$ cat src/pkg/nvc_pkg.sv
// nvc_pkg: constants for the nonvolatile sram command controller
package nvc_pkg;
  // ****************************************************************
  // geometry
  // ****************************************************************
  localparam int ADDR_W = 15;
  localparam int DATA_W = 8;
  localparam int CLK_MHZ = 40;
  // ****************************************************************
  // command sequence addresses
  // ****************************************************************
  localparam logic [14:0] SEQ_A1       = 15'h0E38;
  localparam logic [14:0] SEQ_A2       = 15'h31C7;
  localparam logic [14:0] SEQ_A3       = 15'h03E0;
  localparam logic [14:0] SEQ_A4       = 15'h3C1F;
  localparam logic [14:0] SEQ_A5       = 15'h303F;
  localparam logic [14:0] CMD_SAVE     = 15'h0FC0;
  localparam logic [14:0] CMD_RESTORE  = 15'h0C63;
  localparam logic [14:0] CMD_SAVE_OFF = 15'h03F8;
  localparam logic [14:0] CMD_SAVE_ON  = 15'h07F0;
  // ****************************************************************
  // command codes
  // ****************************************************************
  localparam logic [1:0] OP_SAVE     = 2'h0;
  localparam logic [1:0] OP_RESTORE  = 2'h1;
  localparam logic [1:0] OP_SAVE_OFF = 2'h2;
  localparam logic [1:0] OP_SAVE_ON  = 2'h3;
  // ****************************************************************
  // timing
  // ****************************************************************
  localparam int PH_CYC = 2;   // cycles per bus phase (50 ns)
  localparam int RESTORE_TIME_US = 50;
  localparam int COMMAND_PROCESSING_TIME_US = 70;
  localparam int HW_SAVE_DISABLE_TIME_US = 70;
  localparam int SAVE_REQUEST_PULSE_MIN_NS = 15;
  localparam int SAVE_REQ_CYC =
    (SAVE_REQUEST_PULSE_MIN_NS * CLK_MHZ + 999) / 1000;
  localparam int RESTORE_CYC = RESTORE_TIME_US * CLK_MHZ;
  localparam int CMD_PROC_CYC = COMMAND_PROCESSING_TIME_US * CLK_MHZ;
  localparam int HW_DIS_CYC = HW_SAVE_DISABLE_TIME_US * CLK_MHZ;
endpackage

$ cat src/pkg/nvc_bus_if.sv
// nvc_bus_if: cycle request between the sequencer and the pin engine
`timescale 1ns/100ps
`default_nettype none
interface nvc_bus_if;
  logic        start;
  logic        write;
  logic [14:0] addr;
  logic [7:0]  wdata;
  logic        done;
  logic [7:0]  rdata;
  logic        idle;
  modport seq (output start, write, addr, wdata,
               input done, rdata, idle);
  modport eng (input start, write, addr, wdata,
               output done, rdata, idle);
endinterface
`default_nettype wire

$ cat src/hdl/nvc_cycle.sv
// nvc_cycle: one select-controlled bus cycle on the memory pins
`timescale 1ns/100ps
`default_nettype none
module nvc_cycle (
  input  wire logic  mclk,
  input  wire logic  reset,
  nvc_bus_if.eng     bus,
  output logic       sel_n,
  output logic       wr_n,
  output logic       oe_n,
  output logic [14:0] addr,
  output logic [7:0] dq_o,
  output logic       dq_oe,
  input  wire logic [7:0] dq_i
);
  logic [7:0] dq_s1;
  logic [7:0] dq_s2;
  logic [2:0] cnt;
  logic       busy;
  logic       wr;
  // select held low for two phases; data sampled at end
  wire        last = busy && (cnt == 3'(2 * nvc_pkg::PH_CYC - 1));
  assign bus.idle = !busy;
  always_ff @(posedge mclk) begin
    dq_s1 <= dq_i;
    dq_s2 <= dq_s1;
  end
  always_ff @(posedge mclk) begin
    if (reset) begin
      busy <= 1'b0; cnt <= 3'h0; wr <= 1'b0; bus.done <= 1'b0;
      sel_n <= 1'b1; wr_n <= 1'b1; oe_n <= 1'b1; addr <= 15'h0000;
      dq_o <= 8'h00; dq_oe <= 1'b0; bus.rdata <= 8'h00;
    end else begin
      bus.done <= last;
      if (bus.start && !busy) begin
        busy <= 1'b1; cnt <= 3'h0; wr <= bus.write;
        addr <= bus.addr; dq_o <= bus.wdata;
        sel_n <= 1'b0;
        wr_n <= !bus.write;
        oe_n <= bus.write;
        dq_oe <= bus.write;
      end else if (last) begin
        busy <= 1'b0;
        if (!wr) bus.rdata <= dq_s2;
        sel_n <= 1'b1; wr_n <= 1'b1; oe_n <= 1'b1; dq_oe <= 1'b0;
      end else if (busy) begin
        cnt <= cnt + 3'h1;
      end
    end
  end
endmodule
`default_nettype wire

$ cat src/hdl/nvc_host.sv
// nvc_host: host controller issuing sram cycles and nonvolatile commands
// Functional notes
// - host issues six reads; first three at fixed addresses in order
// - reads four and five at fixed addresses; return ordinary data
// - write strobe stays high for all six cycles
// - host holds store request low at least 15 ns
`timescale 1ns/100ps
`default_nettype none
module nvc_host #(
  parameter int RESTORE_CYC  = nvc_pkg::RESTORE_CYC,
  parameter int CMD_PROC_CYC = nvc_pkg::CMD_PROC_CYC,
  parameter int HW_DIS_CYC   = nvc_pkg::HW_DIS_CYC
) (
  input  wire logic        mclk,
  input  wire logic        reset,
  input  wire logic        req_valid,
  output logic             req_ready,
  input  wire logic        req_write,
  input  wire logic [14:0] req_addr,
  input  wire logic [7:0]  req_wdata,
  output logic             rsp_valid,
  output logic [7:0]       rsp_rdata,
  input  wire logic        cmd_valid,
  output logic             cmd_ready,
  input  wire logic [1:0]  cmd_op,
  input  wire logic        save_req,
  output logic             op_busy,
  output logic             power_loss_save_on,
  output logic             sel_n,
  output logic             wr_n,
  output logic             oe_n,
  output logic [14:0]      addr,
  output logic [7:0]       dq_o,
  output logic             dq_oe,
  input  wire logic [7:0]  dq_i,
  output logic             store_request_busy_n_o,
  output logic             store_request_busy_n_oe,
  input  wire logic        store_request_busy_n_i
);
  // ****************************************************************
  // state
  // ****************************************************************
  typedef enum logic [5:0] {
    NVC_IDLE = 6'b000001,
    NVC_CYC  = 6'b000010,
    NVC_SEQ  = 6'b000100,
    NVC_WAIT = 6'b001000,
    NVC_HWRQ = 6'b010000,
    NVC_BUSY = 6'b100000
  } nvc_state_t;
  nvc_state_t  state;
  nvc_state_t  next_state;
  logic [2:0]  step;
  logic [1:0]  op;
  logic [17:0] tmr;
  logic        hs1;
  logic        hs2;
  logic        cyc_wr;
  nvc_bus_if   bus ();
  nvc_cycle u_cyc (
    .mclk  (mclk),
    .reset (reset),
    .bus   (bus),
    .sel_n (sel_n),
    .wr_n  (wr_n),
    .oe_n  (oe_n),
    .addr  (addr),
    .dq_o  (dq_o),
    .dq_oe (dq_oe),
    .dq_i  (dq_i)
  );
  // busy pin is sampled through two flops before use
  always_ff @(posedge mclk) begin
    hs1 <= store_request_busy_n_i;
    hs2 <= hs1;
  end
  // ****************************************************************
  // decode
  // ****************************************************************
  logic [14:0] seq_addr;
  logic [14:0] cmd_addr;
  always_comb begin
    case (step)
      3'h0: seq_addr = nvc_pkg::SEQ_A1;
      3'h1: seq_addr = nvc_pkg::SEQ_A2;
      3'h2: seq_addr = nvc_pkg::SEQ_A3;
      3'h3: seq_addr = nvc_pkg::SEQ_A4;
      3'h4: seq_addr = nvc_pkg::SEQ_A5;
      default: seq_addr = cmd_addr;
    endcase
  end
  always_comb begin
    case (op)
      nvc_pkg::OP_SAVE:     cmd_addr = nvc_pkg::CMD_SAVE;
      nvc_pkg::OP_RESTORE:  cmd_addr = nvc_pkg::CMD_RESTORE;
      nvc_pkg::OP_SAVE_OFF: cmd_addr = nvc_pkg::CMD_SAVE_OFF;
      default:              cmd_addr = nvc_pkg::CMD_SAVE_ON;
    endcase
  end
  wire is_idle   = (state == NVC_IDLE);
  wire long_op   = (op == nvc_pkg::OP_SAVE) || (op == nvc_pkg::OP_RESTORE);
  wire tmr_done  = (tmr == 18'h00000);
  wire last_step = (step == 3'h5);
  assign req_ready = is_idle && !save_req && bus.idle;
  assign cmd_ready = is_idle && !save_req && !req_valid && bus.idle;
  assign op_busy   = !is_idle;
  // done and idle overlap for one cycle; starting then would repeat a read
  assign bus.start = (state == NVC_CYC || state == NVC_SEQ) && bus.idle
                     && !bus.done;
  assign bus.write = (state == NVC_CYC) ? req_write : 1'b0;
  assign bus.addr  = (state == NVC_SEQ) ? seq_addr : req_addr;
  assign bus.wdata = req_wdata;
  assign store_request_busy_n_o = 1'b0;
  // ****************************************************************
  // sequencer
  // ****************************************************************
  always_comb begin
    next_state = state;
    case (state)
      NVC_IDLE: begin
        if (save_req)
          next_state = NVC_HWRQ;
        else if (req_valid)
          next_state = NVC_CYC;
        else if (cmd_valid)
          next_state = NVC_SEQ;
      end
      NVC_CYC:  if (bus.done) next_state = NVC_IDLE;
      NVC_SEQ:  if (bus.done && last_step) next_state = NVC_WAIT;
      NVC_WAIT: if (tmr_done) next_state = NVC_IDLE;
      NVC_HWRQ: if (tmr_done) next_state = NVC_BUSY;
      NVC_BUSY: if (hs2) next_state = NVC_IDLE;
      default:  next_state = NVC_IDLE;
    endcase
  end
  always_ff @(posedge mclk) begin
    if (reset) begin
      state <= NVC_IDLE; step <= 3'h0; op <= 2'h0; tmr <= 18'h00000;
      cyc_wr <= 1'b0; rsp_valid <= 1'b0; rsp_rdata <= 8'h00;
      store_request_busy_n_oe <= 1'b0;
      power_loss_save_on <= 1'b1;
    end else begin
      state <= next_state;
      rsp_valid <= (state == NVC_CYC) && bus.done && !cyc_wr;
      if (bus.done) rsp_rdata <= bus.rdata;
      if (!tmr_done) tmr <= tmr - 18'h1;
      case (state)
        NVC_IDLE: begin
          step <= 3'h0;
          op <= cmd_op;
          cyc_wr <= req_write;
          if (save_req) begin
            store_request_busy_n_oe <= 1'b1;
            tmr <= 18'(HW_DIS_CYC);
          end
        end
        NVC_SEQ: if (bus.done) begin
          step <= step + 3'h1;
          if (last_step) begin
            tmr <= long_op ? ((op == nvc_pkg::OP_RESTORE) ?
                   18'(RESTORE_CYC) : 18'(HW_DIS_CYC))
                 : 18'(CMD_PROC_CYC);
            if (op == nvc_pkg::OP_SAVE_OFF) power_loss_save_on <= 1'b0;
            if (op == nvc_pkg::OP_SAVE_ON) power_loss_save_on <= 1'b1;
          end
        end
        NVC_HWRQ: if (tmr_done) store_request_busy_n_oe <= 1'b0;
        default: ;
      endcase
    end
  end
  // ****************************************************************
  // checks
  // ****************************************************************
  AST_SEQ_NO_WRITE: assert property (
    @(posedge mclk) disable iff (reset)
    (state == NVC_SEQ) |-> wr_n) else $error("write during sequence");
  AST_SEQ_FIRST: assert property (
    @(posedge mclk) disable iff (reset)
    (state == NVC_SEQ && bus.start && step == 3'h0)
      |=> (addr == nvc_pkg::SEQ_A1)) else $error("bad first addr");
  AST_SEQ_FOURTH: assert property (
    @(posedge mclk) disable iff (reset)
    (state == NVC_SEQ && bus.start && step == 3'h3)
      |=> (addr == nvc_pkg::SEQ_A4)) else $error("bad fourth addr");
  AST_SAVE_ADDR: assert property (
    @(posedge mclk) disable iff (reset)
    (state == NVC_SEQ && bus.start && last_step && op == nvc_pkg::OP_SAVE)
      |=> (addr == nvc_pkg::CMD_SAVE)) else $error("bad save addr");
  AST_SEL_GAP: assert property (
    @(posedge mclk) disable iff (reset)
    $rose(sel_n) |=> sel_n) else $error("cycle restarted at once");
  AST_HW_HOLD: assert property (
    @(posedge mclk) disable iff (reset)
    $rose(store_request_busy_n_oe) |-> store_request_busy_n_oe [*2])
    else $error("save request too short");
  AST_LOCKOUT: assert property (
    @(posedge mclk) disable iff (reset)
    (state == NVC_WAIT) |-> sel_n) else $error("access in lockout");
  AST_IDLE_PINS: assert property (
    @(posedge mclk) disable iff (reset)
    is_idle |-> (sel_n && !dq_oe)) else $error("pins active when idle");
  AST_READ_GATE: assert property (
    @(posedge mclk) disable iff (reset)
    (!sel_n && wr_n) |-> (!oe_n && !dq_oe)) else $error("read without gate");
  AST_WRITE_DRIVE: assert property (
    @(posedge mclk) disable iff (reset)
    !wr_n |-> (!sel_n && dq_oe)) else $error("write without data");
  AST_DEFAULT_ON: assert property (
    @(posedge mclk)
    $fell(reset) |-> power_loss_save_on) else $error("default off");
endmodule
`default_nettype wire

$ cat config.mk
export PLATFORM = sky130hd
export DESIGN_NAME = nvc_host
export DESIGN_NICKNAME = d
export VERILOG_FILES = /design/src/pkg/nvc_pkg.sv /design/src/pkg/nvc_bus_if.sv /design/src/hdl/nvc_cycle.sv /design/src/hdl/nvc_host.sv
export SDC_FILE = /design/constraint.sdc
export NUM_CORES = 1
export LEC_CHECK = 0
export BUFFER_PORTS_ARGS = -buffer_cell sky130_fd_sc_hd__buf_2
export CAP_MARGIN = 30
export CORE_MARGIN = 5
export CORE_UTILIZATION = 57
export CTS_BUF_LIST = sky130_fd_sc_hd__clkbuf_8
export DETAILED_ROUTE_END_ITERATION = 6
export GPL_ROUTABILITY_DRIVEN = 0
export PLACE_DENSITY = 0.84
export RECOVER_POWER = 25
export SYNTH_ARGS = -nofsm -noshare
export SYNTH_HDL_FRONTEND = slang
export SYNTH_SLANG_ARGS = --single-unit
$ cat constraint.sdc
create_clock -name mclk -period 3.5 [get_ports mclk]
set_input_delay 0.35 -clock mclk [delete_from_list [all_inputs] [get_ports mclk]]
set_output_delay 0.35 -clock mclk [all_outputs]
set_load 0.02 [all_outputs]
==> impl_metrics.py, run 1 <==
metrics = {
    "drt": {
        "post_drt_via_cell_ratio": 5.537,
        "drt_first_pass_iters": 4,
        "ant_nets": 0,
        "drt-total-wl_um": 9188,
        "wl_per_cell_um": 14.52,
        "drc": 0,
        "drt_iter0_markers": 224,
        "vias": 3505,
    },
    "finish": {
        "fin_nets": 581,
        "area_delta_synth_final_pct": 14.58,
        "fill_cells": 612,
        "multi_input_area_sq_um": 1943,
        "regArea_sq_um": 2002,
        "diodes": 0,
        "fin_area_sq_um": 4690,
        "drive_gt1_share_pct": 17.69,
        "utilization_pct": 67.90,
    },
    "sta": {
        "setup_viol": 0,
        "clock_skew_ns": 0.01094,
        "hold_viol_final": 0,
        "worst_slew_pin_slew_ns": 1.905,
        "finalCritPeriodShare_pct": 74.25,
        "slew_viol_final": 47,
        "whs_ns": 0.07773,
        "finalSetupTns_ns": 0,
        "relSlewSlack_pct": -27.02,
        "rsz0062_at_grt": "false",
        "max_freq_ghz": 0.3848,
        "fin_crit_ns": 2.599,
    },
    "worst_setup_path": {
        "path_class": "reg2out",
        "cp_num_buf_inv": 1,
        "cp-end-kind": "primary output",
        "path_cells": "nor4_2 -> nand3b_1 -> nor4_1 -> buf_2",
        "arrival_ns": 2.25,
        "cp-start-kind": "register",
        "crit_path_max_fanout": 13,
        "cp_top_family": "simple AND/OR/NAND/NOR gates",
        "cp.required_ns": 3.15,
        "slowest_stage": "nand3b_1",
        "critPathMaxStageDelay_ns": 0.44,
    },
    "synthesis": {
        "netlist_area_sq_um": 4093,
        "async_reset_ff_share_pct": 0,
        "ys_warn_count": 0,
        "ys_seq_area_share_pct": 48.91,
        "syn_area_per_cell_sq_um": 8.859,
        "synth_edf_count": 0,
        "synth_nets": 511,
        "synth_flop_cell": "dfxtp_1",
        "yosys_register_bits": 100,
        "netlist_instances": 462,
        "ys_types": 54,
    },
    "cts": {
        "root_buffer": "clkbuf_8",
        "cts.sinks": 100,
        "clk_pin_slew_ns": 0.10,
        "cts_tree": "yes",
        "cts_hold_buf": 0,
        "cts-htree-levels": 3,
        "clockBufferDepth": 2,
        "cts-buffers-inserted": 9,
        "cts_setup_buffers": 0,
        "cts-resized-gates": 0,
        "insertion_delay_ns": 0.36,
    },
    "outcome": {
        "status": "finished with violations",
        "violations": "max-capacitance violations, max-slew violations",
    },
    "power": {
        "peakVddDrop_uv": 325.3,
        "power_uw": 2785,
        "leakagePower_uw": 0.001849,
        "p_per_area_nw_per_um2": 593.9,
    },
    "job": {
        "drv_cap": 1,
    },
    "placed_design": {
        "postPlaceCellArea_sq_um": 4529,
        "io_buffers": 80,
        "dp_hpwl_um": 6672,
    },
    "die": {
        "core.rowCount": 30,
        "ios": 82,
        "fp.coreArea_sq_um": 6907,
        "die_y_um": 94.74,
        "die_area_sq_um": 8975,
        "die_w_um": 94.74,
        "initial_core_util_pct": 59.26,
    },
    "hold_path": {
        "hold_path.class": "in2reg",
    },
    "global_route": {
        "grt_start_max_net_pins": 47,
        "grt_util_all_layers_pct": 21.02,
        "grt_pass1_wl_um": 15030,
        "antenna_found_initial": 0,
        "gr-total-overflow": 0,
        "grt_pass1_vias": 3262,
    },
}
cell usage in the layout, fill, tap and decap left out, types with 5 or more instances in the layout:
master	instances
clkbuf_1	17
nor2_1	45
nor3_1	18
a211oi_1	5
nor4_1	6
o21ai_0	10
o211ai_1	9
dfxtp_1	100
a21oi_1	49
xor2_1	13
inv_1	12
clkbuf_8	9
ha_1	9
nand2_1	63
buf_2	64
mux2i_1	10
nand3_1	17
synth_stat cells, types with 6 or more instances:
library cell | n | share of area [%]
clkbuf_1 | 13 | 1.2
nand3_1 | 17 | 2.1
o21ai_0 | 10 | 1.2
buf_2 | 7 | 0.86
xor2_1 | 13 | 2.8
a21oi_1 | 49 | 6.0
inv_1 | 11 | 1.0
nor4_1 | 6 | 0.92
mux2i_1 | 10 | 2.4
ha_1 | 9 | 2.8
nor3_1 | 18 | 2.2
nand2_1 | 63 | 5.8
nor2_1 | 45 | 4.1
o211ai_1 | 9 | 1.7
dfxtp_1 | 100 | 49
power breakdown:
part,total (uW),switching (uW),internal (uW)
Sequential,1370,129,1240
Clock,683,412,271
Combinational,728,429,299
cells by family (layout without fill, tap and decap cells):
| kind of cell | count (synthesis) | count (layout) | synth area share [%] |
|---|---|---|---|
| buffers and inverters | 35 | 110 | 3.607 |
| xor gates and xnor gates | 15 | 15 | 3.210 |
| adders and majority gates | 9 | 9 | 2.752 |
| DFF | 100 | 100 | 48.91 |
| and+or+nand+nor | 197 | 197 | 25.01 |
| AOI/OAI and AO/OA | 95 | 95 | 13.97 |
| muxes | 10 | 10 | 2.446 |
| other | 1 | 1 | 0.09163 |
flip-flops by register name, summed over array words and instances (netlist names), 2 cells and up:
name and cells:
step 3, rsp_rdata 8, op 2, u_cyc.dq_s2 8
tmr 18, state 6, u_cyc.dq_o 8, u_cyc.cnt 3
u_cyc.bus.rdata 8, u_cyc.dq_s1 8, u_cyc.addr 15
worst register-to-register path: cells and delay by family, from the launching register on:
family / cells / cell delay (ns)
AOI/OAI and AO/OA: 1 / 0.12
DFF: 1 / 0.43
and+or+nand+nor: 4 / 1.53
through the flow:
step / setup WS (ns) / std cells
3_5_place_dp: 1.283 / 617
3_3_place_gp: 1.461 / 617
5_1_grt: 0.6948 / 633
2_1_floorplan: 1.283 / 462
6_report: 0.9011 / 633
4_1_cts: 0.8871 / 633
layer usage:
layer | wire, um | vias up | track usage [%]
li1 | - | 1763 | -
met1 | 4013 | 1625 | 26.51
met2 | 4483 | 107 | 35.00
met3 | 604 | 10 | 5.737
met4 | 87 | 0 | 6.490
met5 | 0 | - | 0
cell type report:
| class | count | area share [%] |
|---|---|---|
| Clock buffer | 9 | 2.641 |
| Clock inverter | 7 | 1.281 |
| Inverter | 11 | 0.8805 |
| Multi-Input combinational cell | 327 | 41.44 |
| Sequential cell | 100 | 42.69 |
| Tap cell | 96 | 2.561 |
| Timing Repair Buffer | 83 | 8.511 |
path summary, 6_finish.rpt:
check,depth (start not counted),from,slack (ns),endpoint
setup / recovery,4,state[4]$_SDFFE_PP0P_,0.90,cmd_ready
hold / removal,1,dq_i[7],0.08,u_cyc.dq_s1[7]$_DFF_P_
setup reg to reg,5,state[4]$_SDFFE_PP0P_,1.28,tmr[10]$_SDFF_PP0_
hold reg to reg,0,hs1$_DFF_P_,0.34,hs2$_DFF_P_
(Power assumes the default switching activity.)
==> run 2, diff against run 1 <==
--- a/config.mk
+++ b/config.mk
@@ -8,11 +8,11 @@
 export BUFFER_PORTS_ARGS = -buffer_cell sky130_fd_sc_hd__buf_2
 export CAP_MARGIN = 30
 export CORE_MARGIN = 5
-export CORE_UTILIZATION = 57
+export CORE_UTILIZATION = 51
 export CTS_BUF_LIST = sky130_fd_sc_hd__clkbuf_8
 export DETAILED_ROUTE_END_ITERATION = 6
 export GPL_ROUTABILITY_DRIVEN = 0
-export PLACE_DENSITY = 0.84
+export PLACE_DENSITY = 0.8
 export RECOVER_POWER = 25
 export SYNTH_ARGS = -nofsm -noshare
 export SYNTH_HDL_FRONTEND = slang
==> constraint.sdc (replaced) <==
create_clock -name mclk -period 2.1 [get_ports mclk]
set_input_delay 0.21 -clock mclk [delete_from_list [all_inputs] [get_ports mclk]]
set_output_delay 0.21 -clock mclk [all_outputs]
set_load 0.02 [all_outputs]
==> run 2 against run 1 <==
  * Clock power increased by 87%
  * Total power increased by 76%
  * Hold slack got worse by 0.013 ns
  * Utilization decreased by 4.4 points
  * Count of clock-buffer cells in the layout unchanged
  * Critical path depth unchanged
  * Largest power group unchanged
  * Largest cell class unchanged
  * First-iteration DRC count increased by 15%
  * The run now ends clean
  * Final area increased by 5.2%
  * Global-route usage decreased by 1.9 points
==> impl_metrics.py, run 2 (synthesis gave the netlist of run 1 again) <==
metrics = {
    "outcome": {
        "status": "finished, final reports clean",
    },
    "worst_setup_path": {
        "cp-end-kind": "primary output",
        "arrival_ns": 1.77,
        "cp-start-kind": "register",
        "cp.required_ns": 1.89,
        "crit_path_max_fanout": 7,
        "r2r_start": "state[4]$_SDFFE_PP0P_",
        "path_class": "reg2out",
        "crit_start": "state[3]$_SDFFE_PP0P_",
    },
    "die": {
        "die_area_sq_um": 9916,
        "initial_core_util_pct": 52.69,
        "fp.coreArea_sq_um": 7767,
        "die_w_um": 99.58,
        "core.rowCount": 32,
        "die_y_um": 99.58,
        "ios": 82,
    },
    "finish": {
        "reg_top3": "tmr (18), u_cyc.addr (15)",
        "final_common_cell": "dfxtp_1",
        "fin_nets": 600,
        "final_cell_mix": "dfxtp_1 (100), buf_2 (64), nand2_1 (63), a21oi_1 (49), nor2_1 (45)",
        "top_register": "tmr",
        "diodes": 0,
        "fin_area_sq_um": 4935,
        "area_delta_synth_final_pct": 20.57,
        "largest_register_ffs": 18,
        "drive_gt1_share_pct": 19.78,
    },
    "sta": {
        "max_freq_ghz": 0.5051,
        "worst_slew_pin_slew_ns": 0.5097,
        "relSlewSlack_pct": 65.90,
        "clock_skew_ns": 0.01168,
        "finalCritPeriodShare_pct": 94.27,
        "finalSetupTns_ns": 0,
        "rsz0062_at_grt": "true",
        "fin_crit_ns": 1.980,
        "slew_viol_final": 0,
        "hold_viol_final": 0,
        "whs_ns": 0.06462,
        "setup_viol": 0,
    },
    "cts": {
        "cts.sinks": 100,
        "cts_tree": "yes",
        "clockBufferDepth": 2,
        "insertion_delay_ns": 0.37,
        "cts-htree-levels": 3,
        "cts-buffers-inserted": 9,
        "clk_pin_slew_ns": 0.10,
        "root_buffer": "clkbuf_8",
    },
    "global_route": {
        "grt_pass1_wl_um": 15560,
        "antenna_found_initial": 0,
        "gr-total-overflow": 0,
        "grt_util_all_layers_pct": 19.13,
        "grt_pass1_vias": 3423,
        "grt_start_max_net_pins": 47,
    },
    "power": {
        "internal-power_uw": 3214,
        "leakagePower_uw": 0.001962,
        "p_per_area_nw_per_um2": 992.1,
        "power_frac_comb_pct": 27.2,
        "netSwitchingFraction_pct": 34.35,
        "clockPowerShare_pct": 26.1,
        "p_sw_uw": 1682,
        "peakVddDrop_uv": 560.4,
        "p_seq_share_pct": 46.7,
    },
    "drt": {
        "ant_nets": 0,
        "wl_per_cell_um": 14.53,
        "vias": 3621,
        "drc": 0,
        "drt_iter0_markers": 257,
        "drt-total-wl_um": 9560,
        "post_drt_via_cell_ratio": 5.503,
        "drt_first_pass_iters": 5,
    },
    "hold_path": {
        "hold_path.class": "in2reg",
        "worstHoldStart": "req_wdata[6]",
    },
    "job": {
        "drv_cap": 0,
    },
    "placed_design": {
        "postPlaceCellArea_sq_um": 4602,
        "dp_hpwl_um": 6781,
        "io_buffers": 80,
    },
}
-- run 2: cell count changes in the layout (fill, tap and decap cells not counted) --
cell,previous run,this run
buf_4,2,13
dlygate4sd3_1,0,9
clkbuf_1,17,15
nor4_4,3,5
buf_12,0,1
bufinv_16,0,1
inv_1,12,11
inv_6,1,2
inv_8,2,1
nor3_1,18,17
nor3_2,0,1
nor4_1,6,5
nor4_2,3,2
-- run 2: repair_timing --
action                                  in CTS  in global routing
buffers inserted                             2                  1
gates resized for setup                      1                  4
endpoints found under the setup margin       1                  6
hold endpoints to repair                     9                  0
pin swaps                                    1                  1
hold buffers                                 9                  0
gates cloned                                 0                  0
-- run 2: layer usage --
layer / up-vias / wire length, um / GRT usage [%]
met2: 116 / 4606 / 32.70
met4: 0 / 157 / 6.513
li1: 1800 / - / -
met5: - / 0 / 0
met1: 1690 / 4191 / 23.63
met3: 15 / 604 / 4.488
-- run 2: worst max-delay path, stage by stage, from the launching register on --
cell,delay [ns]
dfxtp_1,0.41
nor4_4,0.32
nand3b_1,0.25
nor4_4,0.23
buf_4,0.19
-- run 2: final timing paths --
kind | endpoint | slack, ns | depth (start not counted)
min reg2reg | hs2$_DFF_P_ | 0.33 | 0
min | u_cyc.dq_o[6]$_SDFFE_PP0P_ | 0.06 | 3
max reg2reg | tmr[1]$_SDFF_PP0_ | 0.16 | 6
max | cmd_ready | 0.12 | 4
-- run 2: power by group through the flow --
stage               clock network [uW]  registers [uW]  logic, uW
finish                            1280            2290       1330
global route                      1390            2310       1470
CTS                               1290            2280       1290
detailed placement                   0            2320       1240
global placement                     0            2310       1210
floorplan                            0            2310        940
-- run 2: cell type report --
cell class              count  area (sq um)
flip-flops and latches    100          2002
clock inverters             7         83.83
repair buffers            102         584.3
inverters                  11         41.29
fillers                   658          2833
multi-input cells         327          1972
clock buffers               9         123.9
well taps                 102         127.6
-- run 2: through the flow --
step | util, % | total power [uW] | instances | setup WS [ns]
3_5_place_dp | 59.25 | 3569 | 630 | 0.1835
3_3_place_gp | 59.25 | 3517 | 630 | 0.2917
2_1_floorplan | - | 3251 | 462 | 0.02337
5_1_grt | 63.53 | 5171 | 658 | -0.04322
6_report | 63.53 | 4896 | 658 | 0.1202
4_1_cts | 63.35 | 4859 | 657 | 0.07034
==> run 3, diff against run 2 <==
--- a/config.mk
+++ b/config.mk
@@ -8,11 +8,11 @@
 export BUFFER_PORTS_ARGS = -buffer_cell sky130_fd_sc_hd__buf_2
 export CAP_MARGIN = 30
 export CORE_MARGIN = 5
-export CORE_UTILIZATION = 51
+export CORE_UTILIZATION = 57
 export CTS_BUF_LIST = sky130_fd_sc_hd__clkbuf_8
 export DETAILED_ROUTE_END_ITERATION = 6
 export GPL_ROUTABILITY_DRIVEN = 0
-export PLACE_DENSITY = 0.8
+export PLACE_DENSITY = 0.84
 export RECOVER_POWER = 25
 export SYNTH_ARGS = -nofsm -noshare
 export SYNTH_HDL_FRONTEND = slang
==> constraint.sdc (replaced) <==
create_clock -name mclk -period 2.5 [get_ports mclk]
set_input_delay 0.25 -clock mclk [delete_from_list [all_inputs] [get_ports mclk]]
set_output_delay 0.25 -clock mclk [all_outputs]
set_load 0.02 [all_outputs]
==> run 3 against run 2 <==
  * Flip-flop and latch count did not move
  * Largest power group unchanged
  * Combinational power down 18%
  * Global-route usage rose by 2.8 points
  * Total power decreased by 18%
  * Highest routed layer unchanged
  * Largest cell class unchanged
==> impl_metrics.py, run 3 (synthesis gave the netlist of run 1 again) <==
metrics = {
    "die": {
        "die_area_sq_um": 8975,
        "die_w_um": 94.74,
        "die_y_um": 94.74,
        "fp.coreArea_sq_um": 6907,
        "core.rowCount": 30,
        "ios": 82,
        "initial_core_util_pct": 59.26,
    },
    "worst_setup_path": {
        "path_cells": "nor4_2 -> nand3b_1 -> buf_4 -> nor4_1 -> buf_2",
        "arrival_ns": 2.03,
        "cp_top_family": "simple AND/OR/NAND/NOR gates",
        "cp-start-kind": "register",
        "r2r_end": "tmr[10]$_SDFF_PP0_",
        "cp-end-kind": "primary output",
        "slowest_stage": "dfxtp_1",
        "crit_path_max_fanout": 9,
        "r2r_cells": 6,
        "cp_num_buf_inv": 2,
        "path_class": "reg2out",
        "critPathMaxStageDelay_ns": 0.42,
        "rrSetupSlack_ns": 0.48,
        "cp.required_ns": 2.25,
        "r2r_start": "state[4]$_SDFFE_PP0P_",
    },
    "drt": {
        "drt_first_pass_iters": 5,
        "drt-total-wl_um": 9588,
        "drc": 0,
        "drt_iter0_markers": 249,
        "vias": 3624,
        "wl_per_cell_um": 14.82,
        "post_drt_via_cell_ratio": 5.601,
        "ant_nets": 0,
    },
    "global_route": {
        "grt_start_max_net_pins": 71,
        "grt_pass1_wl_um": 15750,
        "gr-total-overflow": 0,
        "grt_pass1_vias": 3344,
        "antenna_found_initial": 0,
        "grt_util_all_layers_pct": 21.94,
    },
    "sta": {
        "max_freq_ghz": 0.4390,
        "finalSetupTns_ns": 0,
        "setup_viol": 0,
        "clock_skew_ns": 0.009960,
        "slew_viol_final": 0,
        "worst_slew_pin_slew_ns": 0.5908,
        "rsz0062_at_grt": "false",
        "fin_crit_ns": 2.278,
        "hold_viol_final": 0,
        "finalCritPeriodShare_pct": 91.11,
        "relSlewSlack_pct": 60.61,
    },
    "finish": {
        "fin_area_sq_um": 4860,
        "fin_nets": 595,
        "layoutNonFillerInstCount": 647,
        "largest_register_ffs": 18,
        "final_cell_mix": "dfxtp_1 (100), buf_2 (72), nand2_1 (63), a21oi_1 (49), nor2_1 (45)",
        "drive_gt1_share_pct": 19.96,
        "final_common_cell": "dfxtp_1",
        "fill_cells": 557,
        "top_register": "tmr",
        "area_delta_synth_final_pct": 18.74,
        "reg_top3": "tmr (18), u_cyc.addr (15)",
        "diodes": 0,
    },
    "cts": {
        "clockBufferDepth": 2,
        "cts-buffers-inserted": 9,
        "cts_tree": "yes",
        "cts.sinks": 100,
        "insertion_delay_ns": 0.36,
        "cts-htree-levels": 3,
        "clk_pin_slew_ns": 0.10,
        "root_buffer": "clkbuf_8",
        "cts-resized-gates": 0,
    },
    "placed_design": {
        "io_buffers": 80,
        "dp_hpwl_um": 6729,
        "postPlaceCellArea_sq_um": 4564,
        "dp.cells": 620,
    },
    "hold_path": {
        "hold_path.class": "in2reg",
        "hold_depth": 3,
        "worstHoldStart": "req_wdata[5]",
        "holdPathEnd": "u_cyc.dq_o[5]$_SDFFE_PP0P_",
    },
    "outcome": {
        "status": "finished, final reports clean",
    },
    "power": {
        "clockPowerShare_pct": 25.2,
        "p_per_area_nw_per_um2": 830.6,
        "leakagePower_uw": 0.001957,
        "netSwitchingFraction_pct": 35.24,
        "p_sw_uw": 1423,
        "p_seq_share_pct": 47.8,
        "power_frac_comb_pct": 27.0,
        "power_uw": 4036,
        "peakVddDrop_uv": 451.7,
        "internal-power_uw": 2614,
    },
    "job": {
        "drv_cap": 0,
    },
}
-- run 3: cell count changes in the layout (fill, tap and decap cells not counted), sizes merged --
| cell | change |
|---|---|
| buf | +2 |
| clkbuf | -6 |
| bufinv | -1 |
| clkinvlp | -1 |
| inv | +1 |
-- run 3: worst min-delay path, cell delays in order --
cell and delay, ns:
buf_2 0.09, nand2_1 0.04, a21oi_1 0.05
-- run 3: layer usage --
layer | share of wire [%] | wire, um | vias to the layer above | global-route usage, %
li1 | - | - | 1783 | -
met1 | 44 | 4225 | 1686 | 27.94
met2 | 47 | 4550 | 131 | 36.00
met3 | 6.3 | 601 | 24 | 4.542
met4 | 2.2 | 211 | 0 | 9.375
met5 | 0 | 0 | - | 0
-- run 3: worst max-delay path by stage --
stage                          start                    end  slack (ns)  cells after the start
5_1_grt        state[2]$_SDFFE_PP0P_              cmd_ready        0.11                      5
3_5_place_dp   state[2]$_SDFFE_PP0P_     tmr[10]$_SDFF_PP0_        0.56                      5
4_1_cts        state[2]$_SDFFE_PP0P_              cmd_ready        0.24                      5
6_report       state[4]$_SDFFE_PP0P_              cmd_ready        0.22                      5
2_1_floorplan  state[4]$_SDFFE_PP0P_              cmd_ready        0.38                      5
3_3_place_gp   state[4]$_SDFFE_PP0P_  state[0]$_SDFFE_PP1P_        0.65                      6
-- run 3: cell type report --
class | count | area [sq um] | area share, %
Timing Repair Buffer | 97 | 553.0 | 11.38
Inverter | 11 | 41.29 | 0.8496
Clock inverter | 6 | 62.56 | 1.287
Multi-Input combinational cell | 327 | 1943 | 39.98
Clock buffer | 10 | 137.6 | 2.832
Tap cell | 96 | 120.1 | 2.472
Sequential cell | 100 | 2002 | 41.19
-- run 3: power groups by stage --
stage	logic [uW]	registers [uW]	clock network, uW
global route	1200	1950	1110
global placement	1000	1940	0
floorplan	790	1940	0
CTS	1060	1920	1040
detailed placement	1050	1960	0
finish	1090	1930	1020
-- run 3: per-stage QoR --
step           hold slack [ns]  setup WS, ns  util, %
3_3_place_gp            0.3108        0.6512    66.09
4_1_cts                 0.1025        0.2354    70.29
6_report                0.1147        0.2223    70.36
2_1_floorplan           0.2777        0.3834        -
5_1_grt                 0.1081        0.1140    70.36
3_5_place_dp            0.3184        0.5638    66.09
-- run 3: what timing repair did --
action                                  in CTS  in global routing
hold endpoints to repair                     9                  0
buffers inserted                             0                  2
endpoints found under the setup margin       0                  1
hold buffers                                 9                  0
